### config.mk
export PLATFORM = sky130hd
export DESIGN_NAME = rtc_adjust_counter_select_event_cfg
export DESIGN_NICKNAME = d
export VERILOG_FILES = /design/src/hw/rtc_adjust_counter_select_event_cfg.v
export VERILOG_INCLUDE_DIRS = /design/src /design/src/hw
export SDC_FILE = /design/constraint.sdc
export NUM_CORES = 1
export LEC_CHECK = 0
export BUFFER_PORTS_ARGS = -buffer_cell sky130_fd_sc_hd__buf_2
export CAP_MARGIN = 40
export CORE_MARGIN = 1.5
export CORE_UTILIZATION = 54
export DETAILED_ROUTE_END_ITERATION = 8
export PLACE_DENSITY = 0.85
export SYNTH_ARGS = -nofsm -noshare
export SYNTH_HDL_FRONTEND = slang
export SYNTH_SLANG_ARGS = --single-unit
export TNS_END_PERCENT = 5
### constraint.sdc
create_clock -name mclk_i -period 9 [get_ports mclk_i]
set_clock_uncertainty 0.05 [all_clocks]
set_input_delay 2.7 -clock mclk_i [delete_from_list [all_inputs] [get_ports mclk_i]]
set_output_delay 2.7 -clock mclk_i [all_outputs]
set_load 0.05 [all_outputs]
### src/hw/rtc_adjust_consts.vh
// register indices, field positions and reset values of the adjust block
`ifndef RTC_ADJUST_CONSTS_VH
`define RTC_ADJUST_CONSTS_VH
`define IDX_TIMER_CONTROL 6'h0d
`define IDX_STATUS_FLAGS 6'h0e
`define IDX_SUBSEC_OFFSET_HIGH 6'h19
`define IDX_SUBSEC_OFFSET_LOW 6'h1a
`define IDX_RATE_TRIM_HIGH 6'h1b
`define IDX_RATE_TRIM_LOW 6'h1c
`define IDX_TIMER_CONTROL_ALIAS 6'h1d
`define IDX_STATUS_FLAGS_ALIAS 6'h1e
`define IDX_COUNTER_SELECT 6'h1f
`define IDX_EVENT_INPUT_ENABLE 6'h20
`define IDX_EVENT_PIN1_CONFIG 6'h21
`define IDX_EVENT_PIN2_CONFIG 6'h23
`define RST_TIMER_CONTROL 8'h02
`define MASK_TIMER_CONTROL 8'hfb
`define RST_STATUS_FLAGS 8'hc3
`define RST_COUNTER_SELECT 3'h7
`define RST_PULL_SELECT 3'h2
`define RST_EDGE_SELECT 2'h0
`define PULL_NONE 3'h0
`define PULL_UP_500K 3'h1
`define PULL_UP_1M 3'h2
`define PULL_UP_10M 3'h3
`define PULL_DOWN_500K 3'h4
`define EDGE_FALL 2'h0
`define EDGE_RISE 2'h1
`define BIT_ACCESS_MODE 2
`define BIT_BIN_ENABLE 1
`define BIT_BCD_ENABLE 0
`define BIT_OFFSET_START 0
`define BIT_TRIM_ENABLE 0
`define RESP_OKAY 2'h0
`define RESP_SLVERR 2'h2
`endif

### src/hw/rtc_adjust_counter_select_event_cfg.v
// rtc offset, trimming, mirror, counter select and event pin control registers
`timescale 1ns/1ps
`include "rtc_adjust_consts.vh"

module rtc_adjust_counter_select_event_cfg #(
  parameter ADDR_WIDTH = 8,
  parameter NUM_PINS = 2
) (
  input wire mclk_i,
  input wire rst_b_i,
  input wire [ADDR_WIDTH-1:0] s_axi_awaddr_i,
  input wire [2:0] s_axi_awprot_i,
  input wire s_axi_awvalid_i,
  output wire s_axi_awready_o,
  input wire [31:0] s_axi_wdata_i,
  input wire [3:0] s_axi_wstrb_i,
  input wire s_axi_wvalid_i,
  output wire s_axi_wready_o,
  output wire [1:0] s_axi_bresp_o,
  output wire s_axi_bvalid_o,
  input wire s_axi_bready_i,
  input wire [ADDR_WIDTH-1:0] s_axi_araddr_i,
  input wire [2:0] s_axi_arprot_i,
  input wire s_axi_arvalid_i,
  output wire s_axi_arready_o,
  output wire [31:0] s_axi_rdata_o,
  output wire [1:0] s_axi_rresp_o,
  output wire s_axi_rvalid_o,
  input wire s_axi_rready_i,
  input wire second_tick_i,
  input wire [7:0] status_set_i,
  input wire [NUM_PINS-1:0] event_pin_i,
  output wire offset_apply_o,
  output wire [10:0] subsec_offset_value_o,
  output wire [8:0] rate_trim_value_o,
  output wire rate_trim_enable_o,
  output wire [7:0] timer_control_o,
  output wire [7:0] status_flags_o,
  output wire decimal_access_mode_o,
  output wire binary_seconds_access_o,
  output wire binary_counter_enable_o,
  output wire decimal_counter_enable_o,
  output wire [NUM_PINS-1:0] event_trigger_o,
  output wire [NUM_PINS-1:0] event_capture_o,
  output wire [NUM_PINS-1:0] pull_up_500k_o,
  output wire [NUM_PINS-1:0] pull_up_1m_o,
  output wire [NUM_PINS-1:0] pull_up_10m_o,
  output wire [NUM_PINS-1:0] pull_down_500k_o
);

  // reset release through two flops
  reg rst_meta_q;
  reg rst_sync_q;
  wire rst_n;

  always @(posedge mclk_i or negedge rst_b_i)
  begin
    if (!rst_b_i)
    begin
      rst_meta_q <= 1'b0;
      rst_sync_q <= 1'b0;
    end
    else
    begin
      rst_meta_q <= 1'b1;
      rst_sync_q <= rst_meta_q;
    end
  end

  assign rst_n = rst_sync_q;

  // bus slave state
  reg aw_held_q;
  reg w_held_q;
  reg [5:0] waddr_idx_q;
  reg [7:0] wdata_q;
  reg wlane_q;
  reg awready_q;
  reg wready_q;
  reg bvalid_q;
  reg [1:0] bresp_q;
  reg arready_q;
  reg rvalid_q;
  reg [7:0] rdata_q;
  reg [1:0] rresp_q;

  // register storage
  reg [10:0] offset_q;
  reg [1:0] offset_gp_q;
  reg offset_pending_q;
  reg offset_apply_q;
  reg [8:0] trim_q;
  reg trim_en_q;
  reg [7:0] timer_control_q;
  reg [7:0] flags_q;
  reg [2:0] counter_select_q;
  reg [NUM_PINS-1:0] in_en_q;
  reg [NUM_PINS-1:0] cap_en_q;
  reg [3*NUM_PINS-1:0] pull_q;
  reg [2*NUM_PINS-1:0] edge_q;

  wire aw_take;
  wire w_take;
  wire do_write;
  wire wr_en;
  reg wr_hit;
  reg [7:0] rd_val;
  reg rd_hit;
  wire [5:0] raddr_idx;

  assign aw_take = s_axi_awvalid_i & awready_q;
  assign w_take = s_axi_wvalid_i & wready_q;
  // the write lands once both halves are held and no response is pending
  assign do_write = aw_held_q & w_held_q & ~bvalid_q;
  assign wr_en = do_write & wlane_q & wr_hit;
  assign raddr_idx = s_axi_araddr_i[7:2];

  always @*
  begin
    case (waddr_idx_q)
      `IDX_TIMER_CONTROL, `IDX_STATUS_FLAGS, `IDX_SUBSEC_OFFSET_HIGH,
      `IDX_SUBSEC_OFFSET_LOW, `IDX_RATE_TRIM_HIGH, `IDX_RATE_TRIM_LOW,
      `IDX_TIMER_CONTROL_ALIAS, `IDX_STATUS_FLAGS_ALIAS, `IDX_COUNTER_SELECT,
      `IDX_EVENT_INPUT_ENABLE, `IDX_EVENT_PIN1_CONFIG, `IDX_EVENT_PIN2_CONFIG:
        wr_hit = 1'b1;
      default:
        wr_hit = 1'b0;
    endcase
  end

  always @(posedge mclk_i or negedge rst_n)
  begin
    if (!rst_n)
    begin
      aw_held_q <= 1'b0;
      w_held_q <= 1'b0;
      waddr_idx_q <= 6'h00;
      wdata_q <= 8'h00;
      wlane_q <= 1'b0;
      awready_q <= 1'b0;
      wready_q <= 1'b0;
      bvalid_q <= 1'b0;
      bresp_q <= `RESP_OKAY;
    end
    else
    begin
      if (aw_take)
      begin
        aw_held_q <= 1'b1;
        waddr_idx_q <= s_axi_awaddr_i[7:2];
        awready_q <= 1'b0;
      end
      else if (!aw_held_q && !bvalid_q)
        awready_q <= 1'b1;
      if (w_take)
      begin
        w_held_q <= 1'b1;
        wdata_q <= s_axi_wdata_i[7:0];
        wlane_q <= s_axi_wstrb_i[0];
        wready_q <= 1'b0;
      end
      else if (!w_held_q && !bvalid_q)
        wready_q <= 1'b1;
      if (do_write)
      begin
        aw_held_q <= 1'b0;
        w_held_q <= 1'b0;
        bvalid_q <= 1'b1;
        bresp_q <= wr_hit ? `RESP_OKAY : `RESP_SLVERR;
      end
      else if (bvalid_q && s_axi_bready_i)
        bvalid_q <= 1'b0;
    end
  end

  // read mux; narrow registers sit in the low byte
  always @*
  begin
    rd_hit = 1'b1;
    rd_val = 8'h00;
    case (raddr_idx)
      `IDX_SUBSEC_OFFSET_HIGH:
        rd_val = {offset_q[10], offset_gp_q, offset_q[9:5]};
      `IDX_SUBSEC_OFFSET_LOW:
        rd_val = {offset_q[4:0], 1'b0, ~offset_pending_q, 1'b0};
      `IDX_RATE_TRIM_HIGH:
        rd_val = trim_q[8:1];
      `IDX_RATE_TRIM_LOW:
        rd_val = {trim_q[0], 6'h00, trim_en_q};
      `IDX_TIMER_CONTROL, `IDX_TIMER_CONTROL_ALIAS:
        rd_val = timer_control_q & `MASK_TIMER_CONTROL;
      `IDX_STATUS_FLAGS, `IDX_STATUS_FLAGS_ALIAS:
        rd_val = flags_q;
      `IDX_COUNTER_SELECT:
        rd_val = {5'h00, counter_select_q};
      `IDX_EVENT_INPUT_ENABLE:
        rd_val = {3'h0, cap_en_q[1], cap_en_q[0], 1'b0, in_en_q[1], in_en_q[0]};
      `IDX_EVENT_PIN1_CONFIG:
        rd_val = {3'h0, pull_q[2:0], edge_q[1:0]};
      `IDX_EVENT_PIN2_CONFIG:
        rd_val = {3'h0, pull_q[5:3], edge_q[3:2]};
      default:
        rd_hit = 1'b0;
    endcase
  end

  always @(posedge mclk_i or negedge rst_n)
  begin
    if (!rst_n)
    begin
      arready_q <= 1'b0;
      rvalid_q <= 1'b0;
      rdata_q <= 8'h00;
      rresp_q <= `RESP_OKAY;
    end
    else if (s_axi_arvalid_i && arready_q)
    begin
      arready_q <= 1'b0;
      rvalid_q <= 1'b1;
      rdata_q <= rd_val;
      rresp_q <= rd_hit ? `RESP_OKAY : `RESP_SLVERR;
    end
    else if (rvalid_q)
    begin
      if (s_axi_rready_i)
        rvalid_q <= 1'b0;
    end
    else
      arready_q <= 1'b1;
  end

  // offset correction and register writes
  wire start_wr;
  assign start_wr = wr_en && waddr_idx_q == `IDX_SUBSEC_OFFSET_LOW &&
    wdata_q[`BIT_OFFSET_START];

  always @(posedge mclk_i or negedge rst_n)
  begin
    if (!rst_n)
    begin
      offset_q <= 11'h000;
      offset_gp_q <= 2'h0;
      offset_pending_q <= 1'b0;
      offset_apply_q <= 1'b0;
      trim_q <= 9'h000;
      trim_en_q <= 1'b0;
      timer_control_q <= `RST_TIMER_CONTROL;
      flags_q <= `RST_STATUS_FLAGS;
      counter_select_q <= `RST_COUNTER_SELECT;
      in_en_q <= {NUM_PINS{1'b0}};
      cap_en_q <= {NUM_PINS{1'b0}};
      pull_q <= {NUM_PINS{`RST_PULL_SELECT}};
      edge_q <= {NUM_PINS{`RST_EDGE_SELECT}};
    end
    else
    begin
      // one apply pulse per start; a start in the tick cycle waits for the next
      offset_apply_q <= offset_pending_q & second_tick_i;
      if (start_wr)
        offset_pending_q <= 1'b1;
      else if (second_tick_i)
        offset_pending_q <= 1'b0;
      // hardware flag set wins over a software write
      if (wr_en && (waddr_idx_q == `IDX_STATUS_FLAGS ||
          waddr_idx_q == `IDX_STATUS_FLAGS_ALIAS))
        flags_q <= wdata_q | status_set_i;
      else
        flags_q <= flags_q | status_set_i;
      if (wr_en)
      begin
        case (waddr_idx_q)
          `IDX_SUBSEC_OFFSET_HIGH:
          begin
            offset_q[10] <= wdata_q[7];
            offset_gp_q <= wdata_q[6:5];
            offset_q[9:5] <= wdata_q[4:0];
          end
          `IDX_SUBSEC_OFFSET_LOW:
            offset_q[4:0] <= wdata_q[7:3];
          `IDX_RATE_TRIM_HIGH:
            trim_q[8:1] <= wdata_q;
          `IDX_RATE_TRIM_LOW:
          begin
            trim_q[0] <= wdata_q[7];
            trim_en_q <= wdata_q[`BIT_TRIM_ENABLE];
          end
          `IDX_TIMER_CONTROL, `IDX_TIMER_CONTROL_ALIAS:
            timer_control_q <= wdata_q & `MASK_TIMER_CONTROL;
          `IDX_COUNTER_SELECT:
            counter_select_q <= wdata_q[2:0];
          `IDX_EVENT_INPUT_ENABLE:
          begin
            in_en_q <= wdata_q[1:0];
            cap_en_q <= wdata_q[4:3];
          end
          `IDX_EVENT_PIN1_CONFIG:
          begin
            pull_q[2:0] <= wdata_q[4:2];
            edge_q[1:0] <= wdata_q[1:0];
          end
          `IDX_EVENT_PIN2_CONFIG:
          begin
            pull_q[5:3] <= wdata_q[4:2];
            edge_q[3:2] <= wdata_q[1:0];
          end
          default:
            timer_control_q <= timer_control_q;
        endcase
      end
    end
  end

  // mode outputs, registered so every output leaves a flop
  reg access_mode_q;
  reg bin_access_q;
  reg bin_en_q;
  reg bcd_en_q;

  always @(posedge mclk_i or negedge rst_n)
  begin
    if (!rst_n)
    begin
      access_mode_q <= 1'b1;
      bin_access_q <= 1'b0;
      bin_en_q <= 1'b1;
      bcd_en_q <= 1'b1;
    end
    else
    begin
      access_mode_q <= counter_select_q[`BIT_ACCESS_MODE];
      bin_access_q <= ~counter_select_q[`BIT_ACCESS_MODE];
      bin_en_q <= counter_select_q[`BIT_BIN_ENABLE];
      bcd_en_q <= counter_select_q[`BIT_BCD_ENABLE];
    end
  end

  // per event pin: synchroniser, edge detect, gating, pull decode
  reg [NUM_PINS-1:0] pin_meta_q;
  reg [NUM_PINS-1:0] pin_sync_q;
  reg [NUM_PINS-1:0] pin_prev_q;
  reg [NUM_PINS-1:0] trig_q;
  reg [NUM_PINS-1:0] cap_q;
  reg [NUM_PINS-1:0] pu500_q;
  reg [NUM_PINS-1:0] pu1m_q;
  reg [NUM_PINS-1:0] pu10m_q;
  reg [NUM_PINS-1:0] pd500_q;

  genvar g;
  generate
    for (g = 0; g < NUM_PINS; g = g + 1)
    begin : pin
      wire rise;
      wire fall;
      reg hit;
      wire [2:0] psel;
      assign rise = pin_sync_q[g] & ~pin_prev_q[g];
      assign fall = ~pin_sync_q[g] & pin_prev_q[g];
      assign psel = pull_q[3*g+2:3*g];

      always @*
      begin
        case (edge_q[2*g+1:2*g])
          `EDGE_FALL:
            hit = fall;
          `EDGE_RISE:
            hit = rise;
          default:
            hit = rise | fall;
        endcase
      end

      always @(posedge mclk_i or negedge rst_n)
      begin
        if (!rst_n)
        begin
          pin_meta_q[g] <= 1'b0;
          pin_sync_q[g] <= 1'b0;
          pin_prev_q[g] <= 1'b0;
          trig_q[g] <= 1'b0;
          cap_q[g] <= 1'b0;
          pu500_q[g] <= 1'b0;
          pu1m_q[g] <= 1'b1;
          pu10m_q[g] <= 1'b0;
          pd500_q[g] <= 1'b0;
        end
        else
        begin
          pin_meta_q[g] <= event_pin_i[g];
          pin_sync_q[g] <= pin_meta_q[g];
          pin_prev_q[g] <= pin_sync_q[g];
          trig_q[g] <= hit & in_en_q[g];
          cap_q[g] <= hit & in_en_q[g] & cap_en_q[g];
          // unlisted codes fall through to no resistor
          pu500_q[g] <= psel == `PULL_UP_500K;
          pu1m_q[g] <= psel == `PULL_UP_1M;
          pu10m_q[g] <= psel == `PULL_UP_10M;
          pd500_q[g] <= psel == `PULL_DOWN_500K;
        end
      end
    end
  endgenerate

  // offset, trim, mirrors straight from storage flops
  assign subsec_offset_value_o = offset_q;
  assign offset_apply_o = offset_apply_q;
  assign rate_trim_value_o = trim_q;
  assign rate_trim_enable_o = trim_en_q;
  assign timer_control_o = timer_control_q;
  assign status_flags_o = flags_q;
  assign decimal_access_mode_o = access_mode_q;
  assign binary_seconds_access_o = bin_access_q;
  assign binary_counter_enable_o = bin_en_q;
  assign decimal_counter_enable_o = bcd_en_q;
  assign event_trigger_o = trig_q;
  assign event_capture_o = cap_q;
  assign pull_up_500k_o = pu500_q;
  assign pull_up_1m_o = pu1m_q;
  assign pull_up_10m_o = pu10m_q;
  assign pull_down_500k_o = pd500_q;

  assign s_axi_awready_o = awready_q;
  assign s_axi_wready_o = wready_q;
  assign s_axi_bvalid_o = bvalid_q;
  assign s_axi_bresp_o = bresp_q;
  assign s_axi_arready_o = arready_q;
  assign s_axi_rvalid_o = rvalid_q;
  assign s_axi_rdata_o = {24'h000000, rdata_q};
  assign s_axi_rresp_o = rresp_q;

endmodule

==> flow_metrics.env <==
export IMPL_setup_violations=0
export IMPL_crit_path_end_kind="output pin"
export IMPL_timing_final_crit_share_pct=45.41
export IMPL_floorplan_initialDensity_pct=55.66
export IMPL_crit_path_max_incr_delay_ns=0.55
export IMPL_die_w_um=100.4
export IMPL_status="finished clean"
export IMPL_cellLeakagePower_nw=3.086
export IMPL_final_nets=589
export IMPL_synth_edf_count=0
export IMPL_grt_max_degree=69
export IMPL_cts_max_level=4
export IMPL_postRouteWirelength_um=11980
export IMPL_wire_length_of_the_first_global_routing_pass_um=18830
export IMPL_most_used_cells_in_the_layout_excluding_fill_and_tap_cells="buf_2 (106), dfrtp_1 (97), mux2_2 (68)"
export IMPL_syn_cell_area_um2=5119
export IMPL_critical_path_class="reg2out"
export IMPL_hold_viol_final=0
export IMPL_synthArstFlopShare_pct=100.0
export IMPL_holdCritPathClass="reg2async"
export IMPL_io_pins=171
export IMPL_fin_crit_ns=4.087
export IMPL_place_worst_setup_slack_ns=4.599
export IMPL_cts_repair_resized=0
export IMPL_routed_via_count=3658
export IMPL_worstPathArrival_ns=1.34
export IMPL_fp_row_count=35
export IMPL_cts_setup_buffers=0
export IMPL_die_area_um2=10070
export IMPL_cts_root_buffer="clkbuf_8"
export IMPL_routed_wire_length_per_instance_um=18.92
export IMPL_cp_top_family="flip-flops"
export IMPL_cts_hold_buffers=0
export IMPL_post_drt_via_cell_ratio=5.779
export IMPL_route_antenna_remaining_nets=0
export IMPL_area_delta_synth_final_pct=20.88
export IMPL_utilization_pct=67.28
export IMPL_max_slew_margin_pct=45.20
export IMPL_avgSynthCellArea_um2=12.96
export IMPL_vias_in_the_first_global_route=3702
export IMPL_postSynthRegisterBits=113
export IMPL_peakVddDrop_v=0.0002180
export IMPL_synth_yosys_warnings=0
export IMPL_1st_pass_router_iterations=7
export IMPL_cp_cell_sequence="buf_2"
export IMPL_tritoncts_num_buffers=17
export IMPL_path_max_fanout=3
export IMPL_layout_cells_most_common="buf_2"
export IMPL_setup_total_negative_slack_ns=0
export IMPL_grt_total_usage_pct=25.24
export IMPL_critPathBufInv=1
export IMPL_clock_fmax_mhz=244.7
export IMPL_rsz0062_at_grt="false"
export IMPL_global_route_overflow_total=0
export IMPL_worst_slew_pin_slew_ns=0.8221
export IMPL_sequential_element_share_of_the_synthesized_area_pct=55.61
export IMPL_report_final_slew_viol_count=0
export IMPL_cts_path_max_buffers=2
export IMPL_start_kind="flip-flop"
export IMPL_postLayoutSetupSlackWorst_ns=4.913
export IMPL_ys_dominant_reg_cell="dfrtp_1"
export IMPL_worst_skew_pair_late_latency_ns=0.52
export IMPL_critPathRequiredTime_ns=6.25
export IMPL_cts_tree="built"
export IMPL_layout_drive_gt1_share_pct=45.59
export IMPL_insertedDiodeCount=0
export IMPL_total_power_w=0.002141
export IMPL_ys_types=51
export IMPL_crit_slowest_cell="dfstp_2"
export IMPL_gpl_final_weighted_congestion=0.8883
export IMPL_post_route_drc_count=0
export IMPL_finalHoldWorstSlack_ns=0.2742
export IMPL_drt_initial_drc_count=320
export IMPL_portBuffers=106
export IMPL_layout_filler_cells=676
export IMPL_post_synth_inst_count=395
export IMPL_floorplan_core_area_um2=9196
export IMPL_dieHeight_um=100.4
export IMPL_max_cap_viols=0
export IMPL_power_per_cell_area_nw_per_um2=346.1
export IMPL_dpl_hpwl_um=8173
export IMPL_path_clk_slew_ns=0.06
export IMPL_clock_sink_count=113
export IMPL_grt_antenna_before_repair=0
cell usage after synthesis, types with 2 or more instances:
cell type / n / area [um^2]
buf_4: 28 / 210.2
nor3b_1: 7 / 52.55
nor2_2: 2 / 12.51
o21ai_0: 10 / 50.05
nand3_1: 5 / 25.02
dfrtp_1: 98 / 2452
and3_1: 4 / 25.02
mux2_4: 5 / 75.07
nand2b_1: 4 / 25.02
buf_2: 6 / 30.03
conb_1: 2 / 7.510
a32oi_1: 4 / 35.03
mux2i_1: 2 / 20.02
nor2_1: 13 / 48.80
clkbuf_1: 2 / 7.510
nand3b_1: 6 / 45.04
ha_1: 4 / 50.05
and3b_1: 3 / 26.28
a222oi_1: 2 / 20.02
dfstp_2: 15 / 394.1
a221oi_1: 4 / 35.03
a21oi_1: 7 / 35.03
nand2_1: 17 / 63.81
mux2_2: 68 / 765.7
nand4_1: 2 / 12.51
a22o_1: 5 / 43.79
o211a_1: 3 / 30.03
and4b_1: 2 / 20.02
a21o_1: 5 / 37.54
o21a_1: 3 / 22.52
a31oi_1: 5 / 31.28
nor2b_1: 12 / 75.07
and2_1: 5 / 31.28
inv_1: 9 / 33.78
a211o_1: 9 / 78.83
a311oi_1: 2 / 17.52
sequential cells by signal, indices dropped and copies added (netlist names), 3 cells and up:
name and flops:
counter_select_q 3, edge_q 4, pull_q 6, rate_trim_value_o 9, rdata_q 8, status_flags_o 8, subsec_offset_value_o 11, timer_control_o 7
waddr_idx_q 6, wdata_q 8
worst paths after layout:
path / from / to / slack (ns) / depth (start not counted)
worst max-delay path: status_flags_o[1] / status_flags_o[1] / 4.91 / 1
worst min-delay path: rst_n / timer_control_o[0] / 0.27 / 0
worst max register to register: s_axi_bvalid_o / status_flags_o[0] / 7.00 / 4
worst min register to register: rst_n / timer_control_o[0] / 0.27 / 0
max in group asynchronous: rst_b_i / rst_n / 6.89 / 1
min in group mclk_i: pin_meta_q[1] / pin_sync_q[1] / 0.30 / 0
logic make-up (layout without fill, tap and decap cells):
family,count (synthesis),in the layout,share of synthesized area (%)
mux,75,75,16.82
fa+ha+maj,4,4,0.9778
other cells,2,28,0.1467
compound gates,62,62,8.996
buf+inv,47,148,5.793
simple gates,92,92,11.66
flops,113,113,55.61
where the power goes:
part,internal [W],switching [W]
combinational,0.000213,0.000477
sequential,0.000664,0.000177
clock,0.000367,0.000243
total,0.00124,0.000897
through the flow:
| step | cells | area [um^2] |
|---|---|---|
| floorplan | 421 | 5216 |
| global placement | 601 | 5634 |
| detailed placement | 601 | 5634 |
| CTS | 633 | 6187 |
| global route | 633 | 6187 |
| finish | 633 | 6187 |
layout make-up:
| class | count | area, um^2 | area share (%) |
|---|---|---|---|
| tap | 111 | 138.9 | 2.245 |
| clock inverter | 15 | 138.9 | 2.245 |
| multi-input combinational | 261 | 2073 | 33.51 |
| timing repair buffer | 107 | 538.0 | 8.696 |
| inverter | 9 | 33.78 | 0.5460 |
| clock buffer | 17 | 414.1 | 6.694 |
| sequential | 113 | 2850 | 46.07 |
layer usage:
metal,global-route usage (%),wire (um)
met5,0,0
met1,32.17,4922
met2,39.93,5849
met3,6.894,880
met4,12.57,323
(Power assumes the default switching activity.)
